[config.mk]
export PLATFORM = sky130hd
export DESIGN_NAME = reset_and_powerup_sequencer
export DESIGN_NICKNAME = d
export VERILOG_FILES = /design/src/common/reset_seq_pkg.sv /design/src/rtl/reset_and_powerup_sequencer.sv
export SDC_FILE = /design/constraint.sdc
export NUM_CORES = 1
export LEC_CHECK = 0
export BUFFER_PORTS_ARGS = -buffer_cell sky130_fd_sc_hd__buf_2
export CAP_MARGIN = 20
export CORE_ASPECT_RATIO = 1.4
export CORE_UTILIZATION = 53
export CTS_CLUSTER_DIAMETER = 30
export DETAILED_ROUTE_END_ITERATION = 6
export GPL_TIMING_DRIVEN = 0
export HOLD_SLACK_MARGIN = 0.1
export MAX_ROUTING_LAYER = met4
export PLACE_DENSITY = 0.77
export REMOVE_ABC_BUFFERS = 1
export SLEW_MARGIN = 20
export SYNTH_ARGS = -nofsm -noshare
export SYNTH_HDL_FRONTEND = slang
export SYNTH_SLANG_ARGS = --single-unit
[constraint.sdc]
create_clock -name ref_clk -period 1.9 [get_ports ref_clk]
set_input_delay 0.285 -clock ref_clk [delete_from_list [all_inputs] [get_ports ref_clk]]
set_output_delay 0.285 -clock ref_clk [all_outputs]
set_load 0.01 [all_outputs]
[src/common/reset_seq_pkg.sv]
// Constants and types shared by the reset and power-up sequencer
package reset_seq_pkg;

  // System clock rate
  localparam int unsigned REF_CLK_HZ      = 20_000_000;
  // Nominal power-up delay, in microseconds
  localparam int unsigned POWER_UP_DELAY_TIMER_TIME_US    = 96_000;
  // Default rate of the internal RC oscillator that times the delay
  localparam int unsigned RC_OSC_KHZ_DFLT = 20;
  // RC oscillator edges in one power-up delay
  localparam int unsigned POWER_UP_DELAY_TIMER_TICKS_DFLT = POWER_UP_DELAY_TIMER_TIME_US * RC_OSC_KHZ_DFLT / 1000;

  // Reset values of the status flags and strobes
  localparam logic TO_RST_VAL  = 1'h1;
  localparam logic PD_RST_VAL  = 1'h1;
  localparam logic ALE_PARK    = 1'h0;
  localparam logic RD_N_PARK   = 1'h1;
  localparam logic WR_N_PARK   = 1'h1;

  // One-hot instruction phases; the first phase is bit 0
  localparam logic [3:0] PHASE_FIRST = 4'h1;

  typedef enum logic [4:0] {
    S_POWER_ON  = 5'h01,
    S_PIN_WAIT  = 5'h02,
    S_POWER_UP_DELAY_TIMER      = 5'h04,
    S_RUN       = 5'h08,
    S_HELD      = 5'h10
  } seq_state_e;

  typedef struct packed {
    logic ale;
    logic rd_n;
    logic wr_n;
  } bus_strobe_s;

  typedef struct packed {
    logic power_on;
    logic master_clear;
    logic watchdog;
  } reset_cause_s;

  typedef struct packed {
    logic timeout_flag;
    logic powerdown_flag;
  } status_flags_s;

endpackage

[src/rtl/reset_and_powerup_sequencer.sv]
// Reset source merging, power-up delay, phase freeze and bus strobe parking
`timescale 1ns/100ps
`default_nettype none

// Function
// - Power-on, master clear and watchdog resets are told apart as three sources.
// - The retained register group gets no reset signal from any source.
// - Resettable registers are reset on power-on, master clear, running watchdog and sleep master clear.
// - A watchdog expiry during sleep only wakes the core and resets no register.
// - Timeout and powerdown flags are set or cleared per reset situation to show the cause.
// - The four-phase clock sequencer is held in its first phase during any reset.
// - In external execution modes reset drives address latch low and read and write high.
// - Power-on reset holds until the supply monitor reports the trip threshold crossed.
// - A falling supply also resets unless the part is built to reset on rising supply only.
// - The power-up delay of nominally 96 ms starts once supply is good and the pin is high.
// - Reset stays asserted while the power-up delay counts.
// - The power-up delay counts edges of the separate internal RC oscillator.
// - A master clear reset leaves the timeout and powerdown flags as they were.
module reset_and_powerup_sequencer
  import reset_seq_pkg::*;
#(
  parameter int unsigned POWER_UP_DELAY_TIMER_TICKS         = POWER_UP_DELAY_TIMER_TICKS_DFLT,
  parameter bit          FALLING_SUPPLY_RST = 1'b1
)(
  input  wire logic          ref_clk,
  input  wire logic          rst,
  input  wire logic          master_clear_pin_n,
  input  wire logic          supply_above_trip,
  input  wire logic          rc_osc_clk,
  input  wire logic          watchdog_expiry_reset,
  input  wire logic          sleep_mode,
  input  wire logic          sleep_enter,
  input  wire logic          watchdog_clear,
  input  wire logic          ext_exec_mode,
  input  wire bus_strobe_s   core_bus_out,
  input  wire bus_strobe_s   core_bus_oe,
  output logic               core_reset_ff,
  output logic               reg_reset_ff,
  output logic               wake_pulse_ff,
  output logic [3:0]         phase_ff,
  output status_flags_s      flags_ff,
  output reset_cause_s       cause_ff,
  output bus_strobe_s        bus_out_ff,
  output bus_strobe_s        bus_oe_ff
);

  localparam int unsigned CW = $clog2(POWER_UP_DELAY_TIMER_TICKS + 1);
  localparam logic [CW-1:0] LAST_TICK = CW'(POWER_UP_DELAY_TIMER_TICKS - 1);

  ////////////////////////////////////////////////////////////////////////////////
  // Pin synchronisers

  logic master_clear_pin_meta_ff;
  logic master_clear_pin_sync_ff;
  logic sup_meta_ff;
  logic sup_sync_ff;
  logic rc_meta_ff;
  logic rc_sync_ff;
  logic rc_prev_ff;

  always_ff @(posedge ref_clk)
  begin
    if (rst)
    begin
      master_clear_pin_meta_ff <= 1'h0;
      master_clear_pin_sync_ff <= 1'h0;
      sup_meta_ff  <= 1'h0;
      sup_sync_ff  <= 1'h0;
      rc_meta_ff   <= 1'h0;
      rc_sync_ff   <= 1'h0;
      rc_prev_ff   <= 1'h0;
    end
    else
    begin
      master_clear_pin_meta_ff <= master_clear_pin_n;
      master_clear_pin_sync_ff <= master_clear_pin_meta_ff;
      sup_meta_ff  <= supply_above_trip;
      sup_sync_ff  <= sup_meta_ff;
      rc_meta_ff   <= rc_osc_clk;
      rc_sync_ff   <= rc_meta_ff;
      rc_prev_ff   <= rc_sync_ff;
    end
  end

  logic rc_tick;
  logic master_clear_pin_low;
  logic supply_lost;

  // Only the second stage and later are looked at
  assign rc_tick     = rc_sync_ff & ~rc_prev_ff;
  assign master_clear_pin_low    = ~master_clear_pin_sync_ff;

  ////////////////////////////////////////////////////////////////////////////////
  // Sequencer state and power-up delay counter

  seq_state_e    state_ff;
  seq_state_e    nxt_state;
  logic [CW-1:0] cnt_ff;
  logic [CW-1:0] nxt_cnt;
  logic          powered_ff;
  logic          nxt_powered;

  // A part built for rising-supply reset only ignores a later dip
  assign supply_lost = ~sup_sync_ff & (FALLING_SUPPLY_RST | ~powered_ff);

  always_comb
  begin
    nxt_state   = state_ff;
    nxt_cnt     = cnt_ff;
    nxt_powered = powered_ff;
    if (supply_lost)
    begin
      nxt_state = S_POWER_ON;
      nxt_cnt   = '0;
    end
    else
    begin
      unique case (state_ff)
        S_POWER_ON:
        begin
          nxt_powered = 1'h1;
          nxt_state   = S_PIN_WAIT;
        end
        S_PIN_WAIT:
        begin
          nxt_cnt = '0;
          if (master_clear_pin_sync_ff)
            nxt_state = S_POWER_UP_DELAY_TIMER;
        end
        S_POWER_UP_DELAY_TIMER:
        begin
          // Pulling the pin low restarts the whole delay
          if (master_clear_pin_low)
          begin
            nxt_state = S_PIN_WAIT;
            nxt_cnt   = '0;
          end
          else if (rc_tick && cnt_ff == LAST_TICK)
            nxt_state = S_RUN;
          else if (rc_tick)
            nxt_cnt = cnt_ff + CW'(1);
        end
        S_RUN:
        begin
          if (master_clear_pin_low)
            nxt_state = S_HELD;
          else if (watchdog_expiry_reset && !sleep_mode)
            nxt_state = S_HELD;
        end
        S_HELD:
        begin
          if (!master_clear_pin_low && !watchdog_expiry_reset)
            nxt_state = S_RUN;
        end
        default:
          nxt_state = S_POWER_ON;
      endcase
    end
  end

  always_ff @(posedge ref_clk)
  begin
    if (rst)
    begin
      state_ff   <= S_POWER_ON;
      cnt_ff     <= '0;
      powered_ff <= 1'h0;
    end
    else
    begin
      state_ff   <= nxt_state;
      cnt_ff     <= nxt_cnt;
      powered_ff <= nxt_powered;
    end
  end

  ////////////////////////////////////////////////////////////////////////////////
  // Reset outputs, wake and cause

  logic         wdt_run;
  logic         wdt_sleep;
  logic         in_reset;
  logic         nxt_core_reset;
  logic         nxt_reg_reset;
  logic         nxt_wake;
  reset_cause_s nxt_cause;

  assign wdt_run   = state_ff == S_RUN && watchdog_expiry_reset && !sleep_mode && !master_clear_pin_low;
  assign wdt_sleep = state_ff == S_RUN && watchdog_expiry_reset && sleep_mode && !master_clear_pin_low;
  assign in_reset  = nxt_state != S_RUN;

  always_comb
  begin
    // Outputs follow the next state so they line up with state_ff
    nxt_core_reset = in_reset;
    // Only the resettable group sees this; retained ones stay unwired
    nxt_reg_reset  = in_reset;
    nxt_wake       = wdt_sleep && !supply_lost;
    nxt_cause      = cause_ff;
    if (supply_lost || state_ff == S_POWER_ON)
      nxt_cause = '{power_on: 1'h1, master_clear: 1'h0, watchdog: 1'h0};
    else if (state_ff == S_RUN && master_clear_pin_low)
      nxt_cause = '{power_on: 1'h0, master_clear: 1'h1, watchdog: 1'h0};
    else if (wdt_run)
      nxt_cause = '{power_on: 1'h0, master_clear: 1'h0, watchdog: 1'h1};
  end

  always_ff @(posedge ref_clk)
  begin
    if (rst)
    begin
      core_reset_ff <= 1'h1;
      reg_reset_ff  <= 1'h1;
      wake_pulse_ff <= 1'h0;
      cause_ff      <= '{power_on: 1'h1, master_clear: 1'h0, watchdog: 1'h0};
    end
    else
    begin
      core_reset_ff <= nxt_core_reset;
      reg_reset_ff  <= nxt_reg_reset;
      wake_pulse_ff <= nxt_wake;
      cause_ff      <= nxt_cause;
    end
  end

  ////////////////////////////////////////////////////////////////////////////////
  // Timeout and powerdown flags

  status_flags_s nxt_flags;

  always_comb
  begin
    // Master clear falls through every branch: flags left unchanged
    nxt_flags = flags_ff;
    if (supply_lost || state_ff == S_POWER_ON)
    begin
      nxt_flags.timeout_flag   = TO_RST_VAL;
      nxt_flags.powerdown_flag = PD_RST_VAL;
    end
    else if (wdt_run)
    begin
      nxt_flags.timeout_flag   = 1'h0;
      nxt_flags.powerdown_flag = 1'h1;
    end
    else if (wdt_sleep)
    begin
      nxt_flags.timeout_flag   = 1'h0;
      nxt_flags.powerdown_flag = 1'h0;
    end
    else if (state_ff == S_RUN && !master_clear_pin_low && watchdog_clear)
    begin
      nxt_flags.timeout_flag   = 1'h1;
      nxt_flags.powerdown_flag = 1'h1;
    end
    else if (state_ff == S_RUN && !master_clear_pin_low && sleep_enter)
    begin
      nxt_flags.timeout_flag   = 1'h1;
      nxt_flags.powerdown_flag = 1'h0;
    end
  end

  always_ff @(posedge ref_clk)
  begin
    if (rst)
      flags_ff <= '{timeout_flag: TO_RST_VAL, powerdown_flag: PD_RST_VAL};
    else
      flags_ff <= nxt_flags;
  end

  ////////////////////////////////////////////////////////////////////////////////
  // Phase sequencer and bus strobe parking

  logic [3:0]  nxt_phase;
  bus_strobe_s nxt_bus_out;
  bus_strobe_s nxt_bus_oe;

  always_comb
  begin
    if (in_reset)
      nxt_phase = PHASE_FIRST;
    else
      nxt_phase = {phase_ff[2:0], phase_ff[3]};
    nxt_bus_out = core_bus_out;
    nxt_bus_oe  = core_bus_oe;
    // Parking keeps an external memory from seeing a stray cycle
    if (in_reset && ext_exec_mode)
    begin
      nxt_bus_out = '{ale: ALE_PARK, rd_n: RD_N_PARK, wr_n: WR_N_PARK};
      nxt_bus_oe  = '{ale: 1'h1, rd_n: 1'h1, wr_n: 1'h1};
    end
    else if (in_reset)
      nxt_bus_oe = '{ale: 1'h0, rd_n: 1'h0, wr_n: 1'h0};
  end

  always_ff @(posedge ref_clk)
  begin
    if (rst)
    begin
      phase_ff   <= PHASE_FIRST;
      bus_out_ff <= '{ale: ALE_PARK, rd_n: RD_N_PARK, wr_n: WR_N_PARK};
      bus_oe_ff  <= '{ale: 1'h0, rd_n: 1'h0, wr_n: 1'h0};
    end
    else
    begin
      phase_ff   <= nxt_phase;
      bus_out_ff <= nxt_bus_out;
      bus_oe_ff  <= nxt_bus_oe;
    end
  end

endmodule

`default_nettype wire

# Word-level counts from Yosys, hierarchy flattened

Index checks and enable logic that the tools add are counted.

Bits in registers: 40
Bits in latches: 0
Bits in writable memories: 0
ROM bits: 0
Input port bits: 16
Output and inout bits: 18
Logic and storage cells: 85
Memories kept: 0

$add $sub $neg: 1
Multipliers: 0
Div/mod/pow operators: 0
Magnitude comparators: 0
Eq/ne operators: 9
Shifts and indexed selects: 0
Multiplexer cells: 20
Bitwise logic cells: 4
Reduce and logical (&&, ||, !) cells: 28

Operator list:

| operator              | count |
|---|---|
| $mux 5                | 7 |
| $mux 11               | 3 |
| $pmux 5 s5            | 1 |
| $pmux 11 s2           | 1 |
| $logic_and 1x1->1     | 14 |
| $mux 3                | 4 |
| $add 11x1->11 const B | 1 |
| $eq 11x11->1 const B  | 1 |
| $mux 2                | 4 |
| $reduce_or 2->1       | 4 |
| $ne 3x3->1 const B    | 2 |
| $reduce_or 3->1       | 2 |
| $eq 5x1->1 const B    | 1 |
| $eq 5x2->1 const B    | 1 |
| $eq 5x3->1 const B    | 1 |
| $eq 5x4->1 const B    | 1 |
| $eq 5x5->1 const B    | 1 |
| $ne 5x4->1 const B    | 1 |
| $reduce_bool 2->1     | 2 |
| $reduce_bool 4->1     | 1 |
| $not 1->1             | 3 |
| $reduce_and 3->1      | 1 |
| $reduce_bool 3->1     | 1 |
| $logic_not 1->1       | 2 |
| 2 further kinds       | 2 |

# Longest topological paths before layout

Depth after elaboration: 10
Gate-level depth with buffers: 7
Mapped depth without buffers: 6

# Least setup slack after synthesis

Ideal clock, no wire load.

Path type: flip-flop to flip-flop
From: register cnt_ff[0]
To: register bus_out_ff[2] in the netlist's numbering
Setup time: 60 ps
Data arrival time: 1615 ps
Required time: 1840 ps
Setup slack: 225 ps
Cell stages (with the launch flop): 7
Buffers on the path: 0
Period minus slack after synthesis: 1675 ps
Cell sequence: dfxtp_1 > ha_1 > nand3_1 > nor4_2 > a221oi_4 > o31ai_4 > and3b_1

Cells in the longest elaborated chain, start to end: 9

RTL lines:

| element                   | RTL line                           | text |
|---|---|---|
| start: declaration        | reset_and_powerup_sequencer.sv:98  | `logic [CW-1:0] cnt_ff;` |
| start signal: assignment  | reset_and_powerup_sequencer.sv:172 | `cnt_ff <= nxt_cnt;` |
| $eq 11x11->1              | reset_and_powerup_sequencer.sv:138 | `else if (rc_tick && cnt_ff == LAST_TICK)` |
| $logic_and 1x1->1         | reset_and_powerup_sequencer.sv:138 |  |
| $mux 5                    | reset_and_powerup_sequencer.sv:138 |  |
| $mux 5                    | reset_and_powerup_sequencer.sv:133 | `if (master_clear_pin_low)` |
| $pmux 5 s5                | reset_and_powerup_sequencer.sv:118 | `unique case (state_ff)` |
| $mux 5                    | reset_and_powerup_sequencer.sv:111 | `if (supply_lost)` |
| $ne 5x4->1                | reset_and_powerup_sequencer.sv:190 | `assign in_reset = nxt_state != S_RUN;` |
| $logic_and 1x1->1         | reset_and_powerup_sequencer.sv:286 | `if (in_reset && ext_exec_mode)` |
| $reduce_or 2->1 (no line) | n/a                                |  |
| end signal: assignment    | reset_and_powerup_sequencer.sv:300 | `bus_out_ff <= '{ale: ALE_PARK, rd_n: RD_N_PARK, wr_n: WR_N_PARK};` |
| end signal: assignment    | reset_and_powerup_sequencer.sv:306 | `bus_out_ff <= nxt_bus_out;` |
| end: declaration          | reset_and_powerup_sequencer.sv:43  | `output bus_strobe_s bus_out_ff,` |

Every way passes these cells.
A chain may end at the register's enable or synchronous reset.

# Worst setup path after layout

From: register cnt_ff[4]
To: register bus_out_ff[2] in the netlist's numbering

Same word-level chain as after synthesis.

==> qor.csv <==
stage,metric,value,unit
timing,skew final,6.71,ps
place,routability cong.,0.851,
route,Initial DRT Pass Iterations,4,
critical_path,Setup crit end kind,flip-flop,
cts,CTS tree,done,
timing,hold slack,167,ps
cts,htree depth,2,
critical_path,max incr delay on CP,420,ps
critical_path,Critical Path AT,2070,ps
route,DRC viols,0,
timing,Final Cycle Share,0.964,
place,HPWL Detailed,2400,µm
synth,leading area contributor after synthesis,dfxtp_1,
timing,Setup-failing EPs final,0,
grt,total track usage,0.212,
timing,fmax,546,MHz
synth,share of the synthesized area in the top cell type,0.464,
critical_path,reg2reg setup slack,70,ps
grt,vias in the first global route,1351,
layout,"most common cell after layout, fill and taps aside",dfxtp_1,
critical_path,CP endpoint,bus_out_ff[2]$_SDFF_PP0_,
cts,clock latency on the worst-skew pair,300,ps
floorplanning,io pins,34,
layout,Nets,228,
grt,antenna violations before repair,0,
synth,"FF+latch count, synth",40,
cts,root buffer cell,clkbuf_8,
layout,Seq. cell area,807,µm²
cts,clock slew at reported path FFs,80,ps
floorplanning,Core Rows,24,
critical_path,Crit Path Category,reg -> reg,
cts,Inserted Clock Buffers,5,
place,PortBufs,33,
synth,synth warn,0,
synth,top post-synthesis cells by area,"dfxtp_1 (46%), xor2_1 (5.1%), nor2_1 (3.9%)",
layout,antenna cell count,0,
critical_path,R2R Path Start,cnt_ff[4]$_SDFFE_PP0P_,
layout,share of layout cells above drive strength 1,0.325,
route,WL/cell,13.9,µm
critical_path,Crit-path slowest cell,dfxtp_1,
critical_path,Critical Path RT,2140,ps
power_and_ir_drop,VDD IR-drop max,0.000581,V
route,post-route ant nets,0,
power_and_ir_drop,Design Power,1.62,mW
layout,most frequent cells in the layout,"dfxtp_1 (35), buf_2 (33), nor2_1 (15)",
cts,Hold Buf Count CTS,0,
outcome,status,"complete, no violations",
synth,Syn Area/Cell,9.74,µm²
grt,largest net degree at the start of global routing,15,
critical_path,crit-path cells,nand3_1 -> nor4_4 -> a221oi_4 -> o31ai_4 -> and3b_1,
cts,clock sinks,40,
grt,first-pass GRT wire length,5550,µm
timing,Worst-Margin Slew,570,ps
timing,Slew Limit Fails,0,
timing,fin crit period,1830,ps
synth,post-synthesis sequential area ratio,0.464,
floorplanning,die height,69.5,µm
floorplanning,core area,3090,µm²
route,Post-Route WL,3480,µm
layout,fin util,0.676,
synth,Synth cell types,45,
layout,multi-input combinational cell area,933,µm²
power_and_ir_drop,leakage,0.834,nW
power_and_ir_drop,power density cells,774,nW/µm²
floorplanning,Starting Density,0.557,
timing,relative slew slack,0.617,
synth,ys flop type,dfxtp_1,
critical_path,R2R cell count,5,
synth,number of synthesized flops with an enable pin,0,
cts,Max clock buf depth,2,
timing,final hold violations,0,
route,Via Count,1411,
critical_path,Critical Path Source Type,flip-flop,
route,violation count after the first detailed-route iteration,25,
synth,Synth Cell Area,1720,µm²
layout,# fillers,246,
layout,Layout area overhead,21.3,%
run,max-cap viol count,0,
floorplanning,DIE AREA,3490,µm²
critical_path,r2r endpoint,bus_out_ff[2]$_SDFF_PP0_,
route,Vias/cell,5.62,
critical_path,Crit Path Max Fanout,6,
floorplanning,die width,50.2,µm
synth,Cells after Synth,177,
grt,grt ovf,0,
min_path,min-delay worst type,in -> reg,
synth,Async SR Flop Fraction,0,
critical_path,CP startpoint,cnt_ff[4]$_SDFFE_PP0P_,
cell type report:
cell class / count / area share
multi-input combinational: 126 / 0.446
inverter: 3 / 0.00538
clock inverter: 3 / 0.0203
sequential: 40 / 0.386
clock buffer: 5 / 0.0329
tap: 39 / 0.0233
timing repair buffer: 35 / 0.0861
state kept, by name, indices dropped and copies added, names as in the netlist, 2 cells and up:
name / count
bus_oe_ff: 3
flags_ff: 2
cnt_ff: 11
phase_ff: 4
state_ff: 5
bus_out_ff: 3
cause_ff: 3
worst min path at each step:
stage	start	end	slack (ps)	cells after the start
detailed placement	master_clear_pin_meta_ff$_SDFF_PP0_	master_clear_pin_sync_ff$_SDFF_PP0_	430	1
global route	core_bus_oe[1]	bus_oe_ff[1]$_SDFF_PP0_	190	2
floorplan	rst	master_clear_pin_meta_ff$_SDFF_PP0_	360	1
finish	core_bus_out[1]	bus_out_ff[1]$_SDFF_PP1_	170	3
global placement	master_clear_pin_meta_ff$_SDFF_PP0_	master_clear_pin_sync_ff$_SDFF_PP0_	420	1
CTS	core_bus_out[1]	bus_out_ff[1]$_SDFF_PP1_	170	3
cells in the mapped netlist, types with 2 or more instances:
cell,n
nand3_1,7
nor2b_1,9
nand4b_1,2
a31oi_1,2
and2_1,6
o2bb2ai_1,3
o221a_2,2
o211ai_1,3
and4_1,3
nand2_1,14
and3_1,3
buf_2,3
o21ai_0,7
nand2b_1,5
a21oi_1,4
clkbuf_1,3
nor2_1,18
nand4_1,4
o2111ai_1,2
nor4_2,2
dfxtp_1,40
xor2_1,10
inv_1,3
through the flow:
step | setup WS (ps) | cells | TNS [ps] | cell area, µm²
after floorplan | 225 | 169 | 0 | 1680
after global placement | 25.6 | 241 | 0 | 1890
after detailed placement | -17.3 | 241 | -38.3 | 1890
after CTS | 19.5 | 249 | 0 | 2020
after global routing | -27.1 | 251 | -67.2 | 2090
final | 68.8 | 251 | 0 | 2090
kinds of logic after synthesis:
| kind of cell | synth area share |
|---|---|
| adder cells (fa/ha/maj) | 0.00726 |
| AND/OR/NAND/NOR | 0.291 |
| XOR/XNOR | 0.0559 |
| buffers and inverters | 0.0327 |
| flip-flops | 0.464 |
| AO/OA/AOI/OAI | 0.149 |
critical path: cells and delay by family (launching register included):
kind	cells	cell delay [ps]
compound gates	2	510
flops	1	420
simple gates	3	850
routing by layer:
metal	vias up	global-route usage	share of wire	routed length [µm]
li1	698	-	-	-
met1	661	0.224	0.39	1360
met2	44	0.354	0.54	1900
met3	8	0.0702	0.049	171
met4	0	0.0857	0.016	57
met5	-	-	0	0
repair_timing:
item / in CTS / in global routing
resized for setup: 2 / 17
pin swaps: 0 / 5
endpoints found under the setup margin: 10 / 21
endpoints found under the hold margin: 0 / 0
setup buffers: 0 / 2
power breakdown:
part           switching (mW)  total, mW  internal (mW)
Clock                   0.301      0.689          0.388
Sequential            0.00962      0.861          0.851
Combinational          0.0374     0.0696         0.0322
Note: power is estimated with default switching activity, not from simulation.
